==> src/core/timer_match_capture_pkg.sv <==
// Register map, field positions and reset values of the match/capture unit.
package timer_match_capture_pkg;

  localparam int unsigned NUM_MATCH   = 4;
  localparam int unsigned NUM_CAPTURE = 3;

  // Byte offsets on the register bus.
  localparam logic [7:0] OFS_IRQ_FLAGS     = 8'h00;
  localparam logic [7:0] OFS_TIMER_CONTROL = 8'h04;
  localparam logic [7:0] OFS_TIMER_COUNT   = 8'h08;
  localparam logic [7:0] OFS_PRESCALE_MAX  = 8'h0C;
  localparam logic [7:0] OFS_PRESCALE_CNT  = 8'h10;
  localparam logic [7:0] OFS_MATCH_CTRL    = 8'h14;
  localparam logic [7:0] OFS_MATCH_VALUE_0 = 8'h18;
  localparam logic [7:0] OFS_MATCH_VALUE_3 = 8'h24;
  localparam logic [7:0] OFS_CAPTURE_CTRL  = 8'h28;
  localparam logic [7:0] OFS_CAPTURED_0    = 8'h2C;
  localparam logic [7:0] OFS_CAPTURED_2    = 8'h34;
  localparam logic [7:0] OFS_SHADOW_0      = 8'h40;
  localparam logic [7:0] OFS_SHADOW_3      = 8'h4C;
  localparam logic [7:0] OFS_CAPTURE_SRC   = 8'h50;

  // Timer control fields.
  localparam int unsigned CTRL_ENABLE_BIT = 0;
  localparam int unsigned CTRL_RESET_BIT  = 1;

  // Match control fields: three action bits per channel, reloads above.
  localparam int unsigned ACT_BITS_PER_CH = 3;
  localparam int unsigned ACT_IRQ_OFS     = 0;
  localparam int unsigned ACT_RESET_OFS   = 1;
  localparam int unsigned ACT_STOP_OFS    = 2;
  localparam int unsigned ACT_RELOAD_LSB  = 24;
  localparam logic [31:0] ACT_WRITE_MASK  = 32'h0F00_0FFF;

  // Capture control fields: three bits per channel.
  localparam int unsigned EDGE_BITS_PER_CH = 3;
  localparam int unsigned EDGE_RISE_OFS    = 0;
  localparam int unsigned EDGE_FALL_OFS    = 1;
  localparam int unsigned EDGE_IRQ_OFS     = 2;
  localparam logic [31:0] EDGE_WRITE_MASK  = 32'h0000_01FF;

  // Interrupt flag layout.
  localparam int unsigned IRQ_CAPTURE_LSB = 4;
  localparam logic [31:0] IRQ_FLAG_MASK   = 32'h0000_007F;

  localparam logic [31:0] REG_RESET_VALUE = 32'h0000_0000;

  // AHB transfer type bit that marks an active transfer.
  localparam int unsigned HTRANS_ACTIVE_BIT = 1;

endpackage : timer_match_capture_pkg

==> src/core/capture_edge_detect.sv <==
// Source selection, synchroniser and edge detector of one capture input.
`timescale 1ns/100ps
module capture_edge_detect (
  // Clock and reset
  input  wire logic hclk,
  input  wire logic hresetn,
  // Inputs
  input  wire logic pin_in,
  input  wire logic internal_in,
  input  wire logic use_internal,
  input  wire logic rise_enable,
  input  wire logic fall_enable,
  // Event
  output logic      capture_event
);
  logic sel_in;
  logic sync1_reg;
  logic sync2_reg;
  logic prev_reg;
  logic rose;
  logic fell;

  assign sel_in = use_internal ? internal_in : pin_in;

  // The first stage is read only by the second one.
  always_ff @(posedge hclk or negedge hresetn) begin
    if (!hresetn) begin
      sync1_reg <= 1'b0;
      sync2_reg <= 1'b0;
      prev_reg  <= 1'b0;
    end else begin
      sync1_reg <= sel_in;
      sync2_reg <= sync1_reg;
      prev_reg  <= sync2_reg;
    end
  end

  assign rose = sync2_reg & ~prev_reg;
  assign fell = ~sync2_reg & prev_reg;
  // Both enables together give an event on every edge.
  assign capture_event = (rise_enable & rose) | (fall_enable & fell);

endmodule : capture_edge_detect

==> src/core/timer_match_capture_unit.sv <==
// Counter/timer with four match channels and three capture channels.
//
// Operation
// - Match 3 with stop halts counters, clears enable.
// - Enabled channels reload shadow when count clears.
// - Reload happens on the clearing edge itself.
// - Every match value compared to count continuously.
// - Match performs only the selected actions.
// - Software counter reset also triggers reloads.
// - Four match values at 0x018..0x024, reset zero.
// - Rising enable captures count on rising edge.
// - Falling enable captures count on falling edge.
// - Both enables capture on every edge.
// - Capture interrupt enable flags each capture load.
// - Capture input selectable from pin or internal.
// - Three capture values at 0x02C..0x034, reset zero.
// - Match interrupts set flag bits 0 to 3.
// - Capture interrupts set flag bits 4 to 6.
// - Channels 0 to 2 actions in bits 0..8.
// - Counter reset bit holds counters at zero.
//
// Decided for this implementation: register access over AHB-Lite.
`timescale 1ns/100ps
module timer_match_capture_unit
  import timer_match_capture_pkg::*;
#(
  parameter int unsigned COUNT_WIDTH = 32
) (
  // Clock and reset
  input  wire logic        hclk,
  input  wire logic        hresetn,
  // AHB-Lite slave
  input  wire logic        hsel,
  input  wire logic [31:0] haddr,
  input  wire logic [1:0]  htrans,
  input  wire logic        hwrite,
  input  wire logic [2:0]  hsize,
  input  wire logic [31:0] hwdata,
  input  wire logic        hready,
  output logic             hreadyout,
  output logic             hresp,
  output logic [31:0]      hrdata,
  // Capture inputs
  input  wire logic [timer_match_capture_pkg::NUM_CAPTURE-1:0] capture_pin,
  input  wire logic [timer_match_capture_pkg::NUM_CAPTURE-1:0] capture_internal
);
  import timer_match_capture_pkg::*;

  typedef logic [COUNT_WIDTH-1:0] count_t;

  // Register state.
  logic [6:0]             irq_flags_reg;
  logic [1:0]             timer_control_reg;
  count_t                 timer_count_reg;
  count_t                 prescale_max_reg;
  count_t                 prescale_count_reg;
  logic [31:0]            match_action_control_reg;
  count_t                 match_value_reg  [NUM_MATCH];
  count_t                 shadow_value_reg [NUM_MATCH];
  logic [8:0]             capture_edge_control_reg;
  count_t                 captured_count_reg [NUM_CAPTURE];
  logic [NUM_CAPTURE-1:0] capture_source_reg;
  logic [NUM_MATCH-1:0]   match_prev_reg;

  // Bus data-phase state.
  logic                   wr_pending_reg;
  logic [7:0]             wr_addr_reg;
  logic [31:0]            hrdata_reg;

  // Decode.
  logic                   addr_phase;
  logic                   rd_take;
  logic [7:0]             rd_addr;
  logic                   wr_irq;
  logic                   wr_ctrl;
  logic                   wr_count;
  logic                   wr_pr;
  logic                   wr_pcount;
  logic                   wr_act;
  logic                   wr_edge;
  logic                   wr_src;
  logic [NUM_MATCH-1:0]   wr_match;
  logic [NUM_MATCH-1:0]   wr_shadow;

  // Timer behaviour.
  logic                   counter_enable;
  logic                   counter_reset;
  logic                   prescale_tick;
  logic [NUM_MATCH-1:0]   match_hit;
  logic [NUM_MATCH-1:0]   match_new;
  logic [NUM_MATCH-1:0]   match_irq_set;
  logic [NUM_MATCH-1:0]   match_reset_req;
  logic [NUM_MATCH-1:0]   match_stop_req;
  logic [NUM_MATCH-1:0]   reload_enable;
  logic                   any_reset;
  logic                   any_stop;
  logic                   count_clear;
  logic [NUM_CAPTURE-1:0] capture_event;
  logic [NUM_CAPTURE-1:0] capture_irq_set;
  logic [6:0]             irq_set;
  logic [6:0]             irq_clear;
  logic [31:0]            rd_value;

  // ------------------------------------------------------------------
  // Bus decode. The slave never inserts wait states.
  // ------------------------------------------------------------------
  assign hreadyout  = 1'b1;
  assign hresp      = 1'b0;
  assign hrdata     = hrdata_reg;
  assign addr_phase = hsel & hready & htrans[HTRANS_ACTIVE_BIT];
  assign rd_take    = addr_phase & ~hwrite;
  assign rd_addr    = haddr[7:0];

  assign wr_irq = wr_pending_reg & (wr_addr_reg == OFS_IRQ_FLAGS);
  assign wr_ctrl   = wr_pending_reg & (wr_addr_reg == OFS_TIMER_CONTROL);
  assign wr_count  = wr_pending_reg & (wr_addr_reg == OFS_TIMER_COUNT);
  assign wr_pr     = wr_pending_reg & (wr_addr_reg == OFS_PRESCALE_MAX);
  assign wr_pcount = wr_pending_reg & (wr_addr_reg == OFS_PRESCALE_CNT);
  assign wr_act    = wr_pending_reg & (wr_addr_reg == OFS_MATCH_CTRL);
  assign wr_edge   = wr_pending_reg & (wr_addr_reg == OFS_CAPTURE_CTRL);
  assign wr_src = wr_pending_reg & (wr_addr_reg == OFS_CAPTURE_SRC);

  // ------------------------------------------------------------------
  // Match compare and actions.
  // ------------------------------------------------------------------
  assign counter_enable = timer_control_reg[CTRL_ENABLE_BIT];
  assign counter_reset  = timer_control_reg[CTRL_RESET_BIT];
  assign prescale_tick  = counter_enable & ~counter_reset &
                          (prescale_count_reg == prescale_max_reg);

  genvar m;
  generate
    for (m = 0; m < NUM_MATCH; m++) begin : g_match
      localparam int unsigned B = m * ACT_BITS_PER_CH;
      assign wr_match[m]  = wr_pending_reg &
                            (wr_addr_reg == OFS_MATCH_VALUE_0 + 8'(4 * m));
      assign wr_shadow[m] = wr_pending_reg &
                            (wr_addr_reg == OFS_SHADOW_0 + 8'(4 * m));
      // Equality is checked every cycle, independent of software.
      assign match_hit[m] = (match_value_reg[m] == timer_count_reg);
      // Only the first cycle of an equality counts as a new event.
      assign match_new[m] = match_hit[m] & ~match_prev_reg[m];
      assign match_irq_set[m] = match_new[m] &
        match_action_control_reg[B + ACT_IRQ_OFS];
      // The count clears on the increment that would leave the match.
      assign match_reset_req[m] = match_hit[m] & counter_enable &
        ~counter_reset & match_action_control_reg[B + ACT_RESET_OFS];
      assign match_stop_req[m] = match_hit[m] & counter_enable &
        ~counter_reset & match_action_control_reg[B + ACT_STOP_OFS];
      assign reload_enable[m] = match_action_control_reg[ACT_RELOAD_LSB + m];

      always_ff @(posedge hclk or negedge hresetn) begin
        if (!hresetn) begin
          match_value_reg[m]  <= COUNT_WIDTH'(REG_RESET_VALUE);
          shadow_value_reg[m] <= COUNT_WIDTH'(REG_RESET_VALUE);
        end else begin
          // A reload beats a software write landing in the same cycle.
          if (count_clear && reload_enable[m]) begin
            match_value_reg[m] <= shadow_value_reg[m];
          end else if (wr_match[m]) begin
            match_value_reg[m] <= hwdata[COUNT_WIDTH-1:0];
          end
          if (wr_shadow[m]) begin
            shadow_value_reg[m] <= hwdata[COUNT_WIDTH-1:0];
          end
        end
      end
    end
  endgenerate

  assign any_stop  = |match_stop_req;
  // A stop on the matching cycle still lets a reset clear the count.
  assign any_reset = |match_reset_req & (prescale_tick | any_stop);
  // Both paths that clear the count, the reset bit and a reset match, also drive the reloads.
  assign count_clear = counter_reset | any_reset;

  // ------------------------------------------------------------------
  // Capture channels.
  // ------------------------------------------------------------------
  genvar c;
  generate
    for (c = 0; c < NUM_CAPTURE; c++) begin : g_capture
      localparam int unsigned B = c * EDGE_BITS_PER_CH;
      capture_edge_detect u_edge (
        .hclk          (hclk),
        .hresetn       (hresetn),
        .pin_in        (capture_pin[c]),
        .internal_in   (capture_internal[c]),
        .use_internal  (capture_source_reg[c]),
        .rise_enable   (capture_edge_control_reg[B + EDGE_RISE_OFS]),
        .fall_enable   (capture_edge_control_reg[B + EDGE_FALL_OFS]),
        .capture_event (capture_event[c])
      );
      assign capture_irq_set[c] = capture_event[c] &
        capture_edge_control_reg[B + EDGE_IRQ_OFS];

      always_ff @(posedge hclk or negedge hresetn) begin
        if (!hresetn) begin
          captured_count_reg[c] <= COUNT_WIDTH'(REG_RESET_VALUE);
        end else if (capture_event[c]) begin
          captured_count_reg[c] <= timer_count_reg;
        end
      end
    end
  endgenerate

  // ------------------------------------------------------------------
  // Interrupt flags: write one to clear; a new event wins the clear.
  // ------------------------------------------------------------------
  assign irq_set   = {capture_irq_set, match_irq_set};
  assign irq_clear = wr_irq ? hwdata[6:0] : 7'h00;

  always_ff @(posedge hclk or negedge hresetn) begin
    if (!hresetn) begin
      irq_flags_reg  <= 7'h00;
      match_prev_reg <= '0;
    end else begin
      irq_flags_reg  <= (irq_flags_reg & ~irq_clear) | irq_set;
      match_prev_reg <= match_hit;
    end
  end

  // ------------------------------------------------------------------
  // Timer control, timer count and prescaler.
  // ------------------------------------------------------------------
  always_ff @(posedge hclk or negedge hresetn) begin
    if (!hresetn) begin
      timer_control_reg <= 2'h0;
    end else if (any_stop) begin
      // A stopping match takes priority over a concurrent enable write.
      timer_control_reg[CTRL_ENABLE_BIT] <= 1'b0;
      if (wr_ctrl) begin
        timer_control_reg[CTRL_RESET_BIT] <= hwdata[CTRL_RESET_BIT];
      end
    end else if (wr_ctrl) begin
      timer_control_reg <= hwdata[1:0];
    end
  end

  always_ff @(posedge hclk or negedge hresetn) begin
    if (!hresetn) begin
      timer_count_reg    <= COUNT_WIDTH'(REG_RESET_VALUE);
      prescale_count_reg <= COUNT_WIDTH'(REG_RESET_VALUE);
    end else if (count_clear) begin
      // Held at zero for as long as the reset bit stays set.
      timer_count_reg    <= '0;
      prescale_count_reg <= '0;
    end else if (any_stop) begin
      timer_count_reg    <= timer_count_reg;
      prescale_count_reg <= prescale_count_reg;
    end else if (wr_count || wr_pcount) begin
      if (wr_count) begin
        timer_count_reg <= hwdata[COUNT_WIDTH-1:0];
      end
      if (wr_pcount) begin
        prescale_count_reg <= hwdata[COUNT_WIDTH-1:0];
      end
    end else if (prescale_tick) begin
      timer_count_reg    <= timer_count_reg + 1'b1;
      prescale_count_reg <= '0;
    end else if (counter_enable) begin
      prescale_count_reg <= prescale_count_reg + 1'b1;
    end
  end

  // ------------------------------------------------------------------
  // Plain configuration registers.
  // ------------------------------------------------------------------
  always_ff @(posedge hclk or negedge hresetn) begin
    if (!hresetn) begin
      prescale_max_reg         <= COUNT_WIDTH'(REG_RESET_VALUE);
      match_action_control_reg <= REG_RESET_VALUE;
      capture_edge_control_reg <= 9'h000;
      capture_source_reg       <= '0;
    end else begin
      if (wr_pr) begin
        prescale_max_reg <= hwdata[COUNT_WIDTH-1:0];
      end
      // Reserved bits are not stored and read back as zero.
      if (wr_act) begin
        match_action_control_reg <= hwdata & ACT_WRITE_MASK;
      end
      if (wr_edge) begin
        capture_edge_control_reg <= hwdata[8:0];
      end
      if (wr_src) begin
        capture_source_reg <= hwdata[NUM_CAPTURE-1:0];
      end
    end
  end

  // ------------------------------------------------------------------
  // Read mux and bus pipeline. Read data is sampled in the address
  // phase, so a register changing in the data phase shows its old value.
  // ------------------------------------------------------------------
  always_comb begin
    rd_value = 32'h0000_0000;
    case (rd_addr)
      OFS_IRQ_FLAGS:     rd_value = {25'h0, irq_flags_reg};
      OFS_TIMER_CONTROL: rd_value = {30'h0, timer_control_reg};
      OFS_TIMER_COUNT:   rd_value = 32'(timer_count_reg);
      OFS_PRESCALE_MAX:  rd_value = 32'(prescale_max_reg);
      OFS_PRESCALE_CNT:  rd_value = 32'(prescale_count_reg);
      OFS_MATCH_CTRL:    rd_value = match_action_control_reg;
      OFS_CAPTURE_CTRL:  rd_value = {23'h0, capture_edge_control_reg};
      OFS_CAPTURE_SRC:   rd_value = 32'(capture_source_reg);
      default: begin
        for (int i = 0; i < NUM_MATCH; i++) begin
          if (rd_addr == OFS_MATCH_VALUE_0 + 8'(4 * i)) begin
            rd_value = 32'(match_value_reg[i]);
          end
          if (rd_addr == OFS_SHADOW_0 + 8'(4 * i)) begin
            rd_value = 32'(shadow_value_reg[i]);
          end
        end
        for (int i = 0; i < NUM_CAPTURE; i++) begin
          if (rd_addr == OFS_CAPTURED_0 + 8'(4 * i)) begin
            rd_value = 32'(captured_count_reg[i]);
          end
        end
      end
    endcase
  end

  always_ff @(posedge hclk or negedge hresetn) begin
    if (!hresetn) begin
      wr_pending_reg <= 1'b0;
      wr_addr_reg    <= 8'h00;
      hrdata_reg     <= 32'h0000_0000;
    end else begin
      wr_pending_reg <= addr_phase & hwrite;
      if (addr_phase) begin
        wr_addr_reg <= haddr[7:0];
      end
      if (rd_take) begin
        hrdata_reg <= rd_value;
      end
    end
  end

endmodule : timer_match_capture_unit

==> config.mk <==
export PLATFORM = sky130hd
export DESIGN_NAME = timer_match_capture_unit
export DESIGN_NICKNAME = d
export VERILOG_FILES = /design/src/core/timer_match_capture_pkg.sv /design/src/core/capture_edge_detect.sv /design/src/core/timer_match_capture_unit.sv
export SDC_FILE = /design/constraint.sdc
export NUM_CORES = 1
export LEC_CHECK = 0
export BUFFER_PORTS_ARGS = -buffer_cell sky130_fd_sc_hd__buf_2
export CAP_MARGIN = 30
export CORE_MARGIN = 1.5
export CORE_UTILIZATION = 40
export DETAILED_ROUTE_END_ITERATION = 12
export GPL_ROUTABILITY_DRIVEN = 0
export PLACE_DENSITY = 0.59
export SETUP_SLACK_MARGIN = 0.4
export SYNTH_ARGS = -nofsm -noshare
export SYNTH_HDL_FRONTEND = slang
export SYNTH_SLANG_ARGS = --single-unit
==> constraint.sdc <==
create_clock -name hclk -period 8.72 [get_ports hclk]
set_clock_uncertainty 0.2 [all_clocks]
set_input_delay 1.744 -clock hclk [delete_from_list [all_inputs] [get_ports hclk]]
set_output_delay 1.744 -clock hclk [all_outputs]
set_load 0.1 [all_outputs]
# After elaboration in Yosys (flattened, before gate mapping)
# Cells that the tools add are included.
dict set report totals {
  out_inout_bits 34
  input_bits 80
  word_cells 214
  reg_bits 539
}
dict set report op_classes {
  addsub 2
  bitwise 82
  mux 38
  n_eq_ne 41
  n_reduce_logical 18
}
# operator n
set op_table {}
lappend op_table {{32-bit 2-to-1 mux} 30}
lappend op_table {{32-bit case mux with 8 select lines} 1}
lappend op_table {{32-bit == test} 5}
lappend op_table {{8-bit by 7-bit == test with 1-bit output, second input constant} 10}
lappend op_table {{8-bit by 6-bit == test with 1-bit output, second input constant} 9}
lappend op_table {{32-bit by 1-bit adder with 32-bit output, second input constant} 2}
lappend op_table {{8-bit by 5-bit == test with 1-bit output, second input constant} 8}
lappend op_table {{1-bit AND} 62}
lappend op_table {{8-bit by 4-bit == test with 1-bit output, second input constant} 4}
lappend op_table {{8-bit by 3-bit == test with 1-bit output, second input constant} 2}
lappend op_table {{8-bit zero test} 2}
lappend op_table {{1-bit NOT} 12}
lappend op_table {{2-bit nonzero test} 5}
lappend op_table {{4-bit OR reduction} 2}
lappend op_table {{7-bit AND} 1}
lappend op_table {{7-bit 2-to-1 mux} 1}
lappend op_table {{7-bit NOT} 1}
lappend op_table {{7-bit OR} 1}
lappend op_table {{3-bit inequality test, second input constant} 2}
lappend op_table {{3-bit AND reduction} 2}
lappend op_table {{1-bit OR} 5}
lappend op_table {{1-bit logical AND} 4}
lappend op_table {{1-bit 2-to-1 mux} 4}
lappend op_table {{2-bit 2-to-1 mux} 2}
lappend op_table {{4 further kinds} 4}

# Depth between registers and ports, before layout
dict set report depth {
  ltp_word 13
  mapped_depth 12
  ltp_nobuf 9
}

# Cells and area by module
# From an unflattened synthesis, not the netlist that was laid out.
dict set report hier_totals {
  cells_unflattened 2612
  hier_area_um2 28808.9
}
# mod seq_area_each_um2 area_each_um2 n_inst cells_each
set by_module_without_submodules {}
lappend by_module_without_submodules {timer_match_capture_unit 13262.7 28497.3 1 2591}
lappend by_module_without_submodules {capture_edge_detect 75.1 103.8 3 7}

# Least setup slack after synthesis
# No wires, ideal clock.
dict set report synth_path {
  kind {input -> register}
  start {input haddr[5]}
  end {register hrdata_reg[12] (netlist: hrdata[12])}
  setup_time_ns 0.068
  slack_ns 4.716
  required_ns 8.452
  arrival_time_ns 3.736
  n_path_buf 2
  stages 10
  path_cell_list {buf_2 > or4b_2 > nor2_1 > buf_2 > a22oi_1 > nand4_1 > o21ai_0 > a2111oi_0 > o21ai_0 > nand2_1}
}
dict set report synth_via {
  elab_chain_cells 13
  elab_cells_between_ends 31
  cone_classes {18 x eq/ne; 12 x mux; 1 x reduce/logical}
}
# item line_no
set synth_lines {}
lappend synth_lines {{start, declared} timer_match_capture_unit.sv:34} ;# input wire logic [31:0] haddr,
lappend synth_lines {{8-bit by 5-bit == test with 1-bit output} timer_match_capture_unit.sv:309} ;# if (rd_addr == OFS_MATCH_VALUE_0 + 8'(4 * i)) begin
lappend synth_lines {{32-bit 2-to-1 mux} timer_match_capture_unit.sv:309}
lappend synth_lines {{32-bit 2-to-1 mux} timer_match_capture_unit.sv:312} ;# if (rd_addr == OFS_SHADOW_0 + 8'(4 * i)) begin
lappend synth_lines {{32-bit 2-to-1 mux} timer_match_capture_unit.sv:309}
lappend synth_lines {{32-bit 2-to-1 mux} timer_match_capture_unit.sv:312}
lappend synth_lines {{32-bit 2-to-1 mux} timer_match_capture_unit.sv:309}
lappend synth_lines {{32-bit 2-to-1 mux} timer_match_capture_unit.sv:312}
lappend synth_lines {{32-bit 2-to-1 mux} timer_match_capture_unit.sv:309}
lappend synth_lines {{32-bit 2-to-1 mux} timer_match_capture_unit.sv:312}
lappend synth_lines {{32-bit 2-to-1 mux (3 in a row)} timer_match_capture_unit.sv:317} ;# if (rd_addr == OFS_CAPTURED_0 + 8'(4 * i)) begin
lappend synth_lines {{32-bit case mux with 8 select lines (*)} timer_match_capture_unit.sv:298} ;# case (rd_addr)
lappend synth_lines {{end signal, assigned} timer_match_capture_unit.sv:336} ;# hrdata_reg <= rd_value;
lappend synth_lines {{end, declared} timer_match_capture_unit.sv:68} ;# logic [31:0] hrdata_reg;
# Mark *: on every way between the ends. The rest lies on a longest branch, timed or not.
# A chain may end at the register's enable or synchronous reset.

# Worst setup path in the final report
dict set report layout_path {
  start {input haddr[6]}
  end {register hrdata_reg[12] (netlist: hrdata[12])}
}
# Same word-level chain as after synthesis.

==> results.md <==
* Number of vias in the routed layout at 23594
* Yosys warns at 0
* Total number of H-tree levels at 2
* Crit path launch type: primary input
* Total setup violations reported at the end of the flow at 0
* Synth Area in Adders at 0.0850%
* Path type of the worst min-delay path: reg -> reg
* Net count, final at between 2000 and 3000
* Maximum net fanout on the critical path at 18
* Worst max-slew margin expressed relative to the limit at 31.0%
* Die Y at between 200 and 300 um
* First-pass GRT wire length at 161 mm
* Rows at 99
* Buffers from clock root to sink, at most at 3
* Required time of the critical path at roughly 9 ns
* Data arrival time at the worst-slack endpoint at 5.50 ns
* Minimum clock period after layout at 5.14 ns
* Fmax at about 200 MHz
* Root buf cell: sky130_fd_sc_hd__clkbuf_16
* Number of nets still failing antenna checks after routing at 0
* Number of clock sinks at 539
* Post-synth EDFFs at 0
* Final hold slack at 0.147 ns
* Proportion of synthesized area in mux cells at 22.0%
* Cell area after synthesis at 29400 sq um
* Number of iterations in the first detailed-routing pass at 8
* Final hold viol count at 0
* Vias per inst at 6.50
* Worst r2r src: timer_count_reg[20]
* Element type at the critical path end: flop
* Main combinational cell family by area after synthesis: multiplexers
* Core Area at 72800 sq um
* Cts hold-fix bufs at 0
* Parity-gate share of the synthesized area counting xor and xnor cells at 5.15%
* Fraction of synthesis flops using an asynchronous set or reset pin at 100%
* Worst vdd rail ir drop at 153 uV
* Horizontal extent of the die at 274 um
* Total global routing overflow at 0
* Initial detailed-routing violation count at 2814
* Synth Net Count at 2731
* Effective utilization at floorplan at 40.4%
* Pin count of the biggest net entering global routing at 179
* Portion of the post-synthesis area used by sequential elements at 45.8%
* Drt total wl at 110 mm
* Post-cts repair resize count at 0
* Startpoint of the worst setup timing path: haddr[6]
* DRC viols at 0
* Count of boundary I/O pins at 114
* Number of buffers inserted by port buffering at 83
* Number of buffers inserted during clock tree synthesis at 58
* Number of storage elements in the synthesis netlist at 539
* Count of different cell masters after synthesis at 81
* Average footprint of a synthesized cell at between 10 and 15 sq um
* Commonest register cell after synthesis: sky130_fd_sc_hd__dfrtp_1
* Placed wire-length estimate after detailed placement at 74.5 mm
* WL/cell at approximately 30 um
* Total count of max-transition violations in the final report at 0
* Post-synthesis compound-gate area fraction at 12.9%
* Proportion of layout cells with a drive suffix above 1 at 32.2%
* Run status: finished clean
* Full die area at 75200 sq um
* Tightest Pin Transition at 1.03 ns
* CTS tree: yes
* Post-CTS Setup Bufs at 0
* Setup TNS at 0 ns
* Post-synthesis simple-gate area fraction at 10.1%
* Global routing usage summed across all routing layers at 29.0%
* Startpoint of the tightest hold check path: g_capture[0].u_edge.sync1_reg
* Critical setup path kind: in -> reg
* Number of max-capacitance violations reported at 0
* Skew-Pair Late Insertion Delay at ~0.64 ns
* Via count of the first global-routing pass at roughly 23000
* Period Utilization, post-route at 58.9%
* Area growth syn-to-layout at 11.2%
* Setup repair after global routing missed its margin: no
* Leakage power at approximately 14 nW
* Number of antenna violations at the first check in global routing at 5
* Clk pin slew, worst setup/hold paths at 0.06 ns
* Synthesized instance count at 2649
* Power density over cell area at 218 nW/um^2
## Yosys cell counts (all sizes together) (11+ instances only)
library cell  instances  area [sq um]
a22oi                38           285
a222oi               38           380
mux2                551          6430
o221ai               26           228
xor2                 38           333
nor4                 24           184
inv                  18          67.6
o31ai                30           225
o22ai                19           119
and3                 24           150
buf                  97           524
a221o                11           110
a211oi               12           100
a22o                 29           254
a21oi                75           375
nand3                62           315
nand4                65           407
dfrtp               539         13500
nand2b               12          75.1
clkbuf              142           543
and2                 11          68.8
a221oi               45           394
nand2               213           815
nor2                115           437
o21ai               117           586
nor3                 15          75.1
xnor2               135          1180
a31oi                16           100
## metal layers
| metal | vias up | wire length (um) | track usage (%) |
|---|---|---|---|
| met1 | 12183 | 43800 | 38.7 |
| met5 | - | 10 | 0 |
| li1 | 9769 | - | - |
| met2 | 1342 | 48700 | 44.3 |
| met4 | 2 | 6830 | 16.2 |
| met3 | 298 | 10500 | 5.59 |
## critical path, stage by stage
cell                        delay [ns]
sky130_fd_sc_hd__buf_2            0.26
sky130_fd_sc_hd__or4b_2           0.76
sky130_fd_sc_hd__nor2_2           0.69
sky130_fd_sc_hd__buf_4            0.45
sky130_fd_sc_hd__a222oi_1         0.17
sky130_fd_sc_hd__nand4_1          0.13
sky130_fd_sc_hd__o21ai_0          0.09
sky130_fd_sc_hd__a2111oi_0        0.84
sky130_fd_sc_hd__o21ai_0          0.22
sky130_fd_sc_hd__nand2_1          0.11
## cells by family (layout without fill, tap and decap cells)
| group | Yosys count | after routing |
|---|---|---|
| DFF | 539 | 539 |
| buffers and inverters | 257 | 277 |
| other | 2 | 3 |
| and+or+nand+nor | 595 | 595 |
| adders and majority gates | 2 | 2 |
| xor gates and xnor gates | 173 | 173 |
| AOI/OAI and AO/OA | 526 | 526 |
| muxes | 555 | 555 |
## cell type report
cell class / instances / area, sq um
Fill cell: 6717 / 40100
Multi-Input combinational cell: 1853 / 15000
Sequential cell: 539 / 13500
Clock buffer: 93 / 1820
Tap cell: 959 / 1200
Timing Repair Buffer: 153 / 1030
Clock inverter: 13 / 146
Inverter: 18 / 67.6
Antenna cell: 1 / 2.50
## placed cells by master, fill, tap and decap left out, types with 45 or more instances in the layout
cell	n
sky130_fd_sc_hd__buf_4	61
sky130_fd_sc_hd__nor2_1	98
sky130_fd_sc_hd__a221oi_1	45
sky130_fd_sc_hd__a21oi_1	74
sky130_fd_sc_hd__o21ai_0	105
sky130_fd_sc_hd__nand4_1	65
sky130_fd_sc_hd__clkbuf_16	61
sky130_fd_sc_hd__xnor2_1	135
sky130_fd_sc_hd__mux2_4	60
sky130_fd_sc_hd__buf_2	84
sky130_fd_sc_hd__mux2_2	491
sky130_fd_sc_hd__dfrtp_1	539
sky130_fd_sc_hd__nand2_1	206
sky130_fd_sc_hd__nand3_1	58
## final timing paths
path / endpoint / slack [ns] / cells past startpoint
worst max-delay path: hrdata[12] / 3.58 / 10
worst min-delay path: g_capture[0].u_edge.sync2_reg / 0.15 / 0
worst max register to register: match_value_reg[105] / 4.10 / 9
worst min register to register: g_capture[0].u_edge.sync2_reg / 0.15 / 0
max in group asynchronous: timer_control_reg[0] / 5.78 / 2
min in group asynchronous: captured_count_reg[7] / 0.97 / 1
## per-stage QoR
step	std cells	area, sq um	util [%]	setup slack, ns	total power, W
3_5_place_dp	3520	30700	42.2	2.76	0.00458
4_1_cts	3626	32700	44.9	3.40	0.00713
5_1_grt	3629	32700	44.9	3.46	0.00737
3_3_place_gp	3513	30600	42.0	2.76	0.00454
6_report	3629	32700	44.9	3.58	0.00714
2_1_floorplan	2649	29400	-	4.72	0.00400
## power by group
group	total [W]	leakage [nW]	switching (W)	internal (W)
Combinational	0.00136	6.43	0.000868	0.000495
Clock	0.00256	0.970	0.00105	0.00150
Sequential	0.00323	6.98	0.000440	0.00279
No activity file was read; power rests on OpenSTA's default activity.
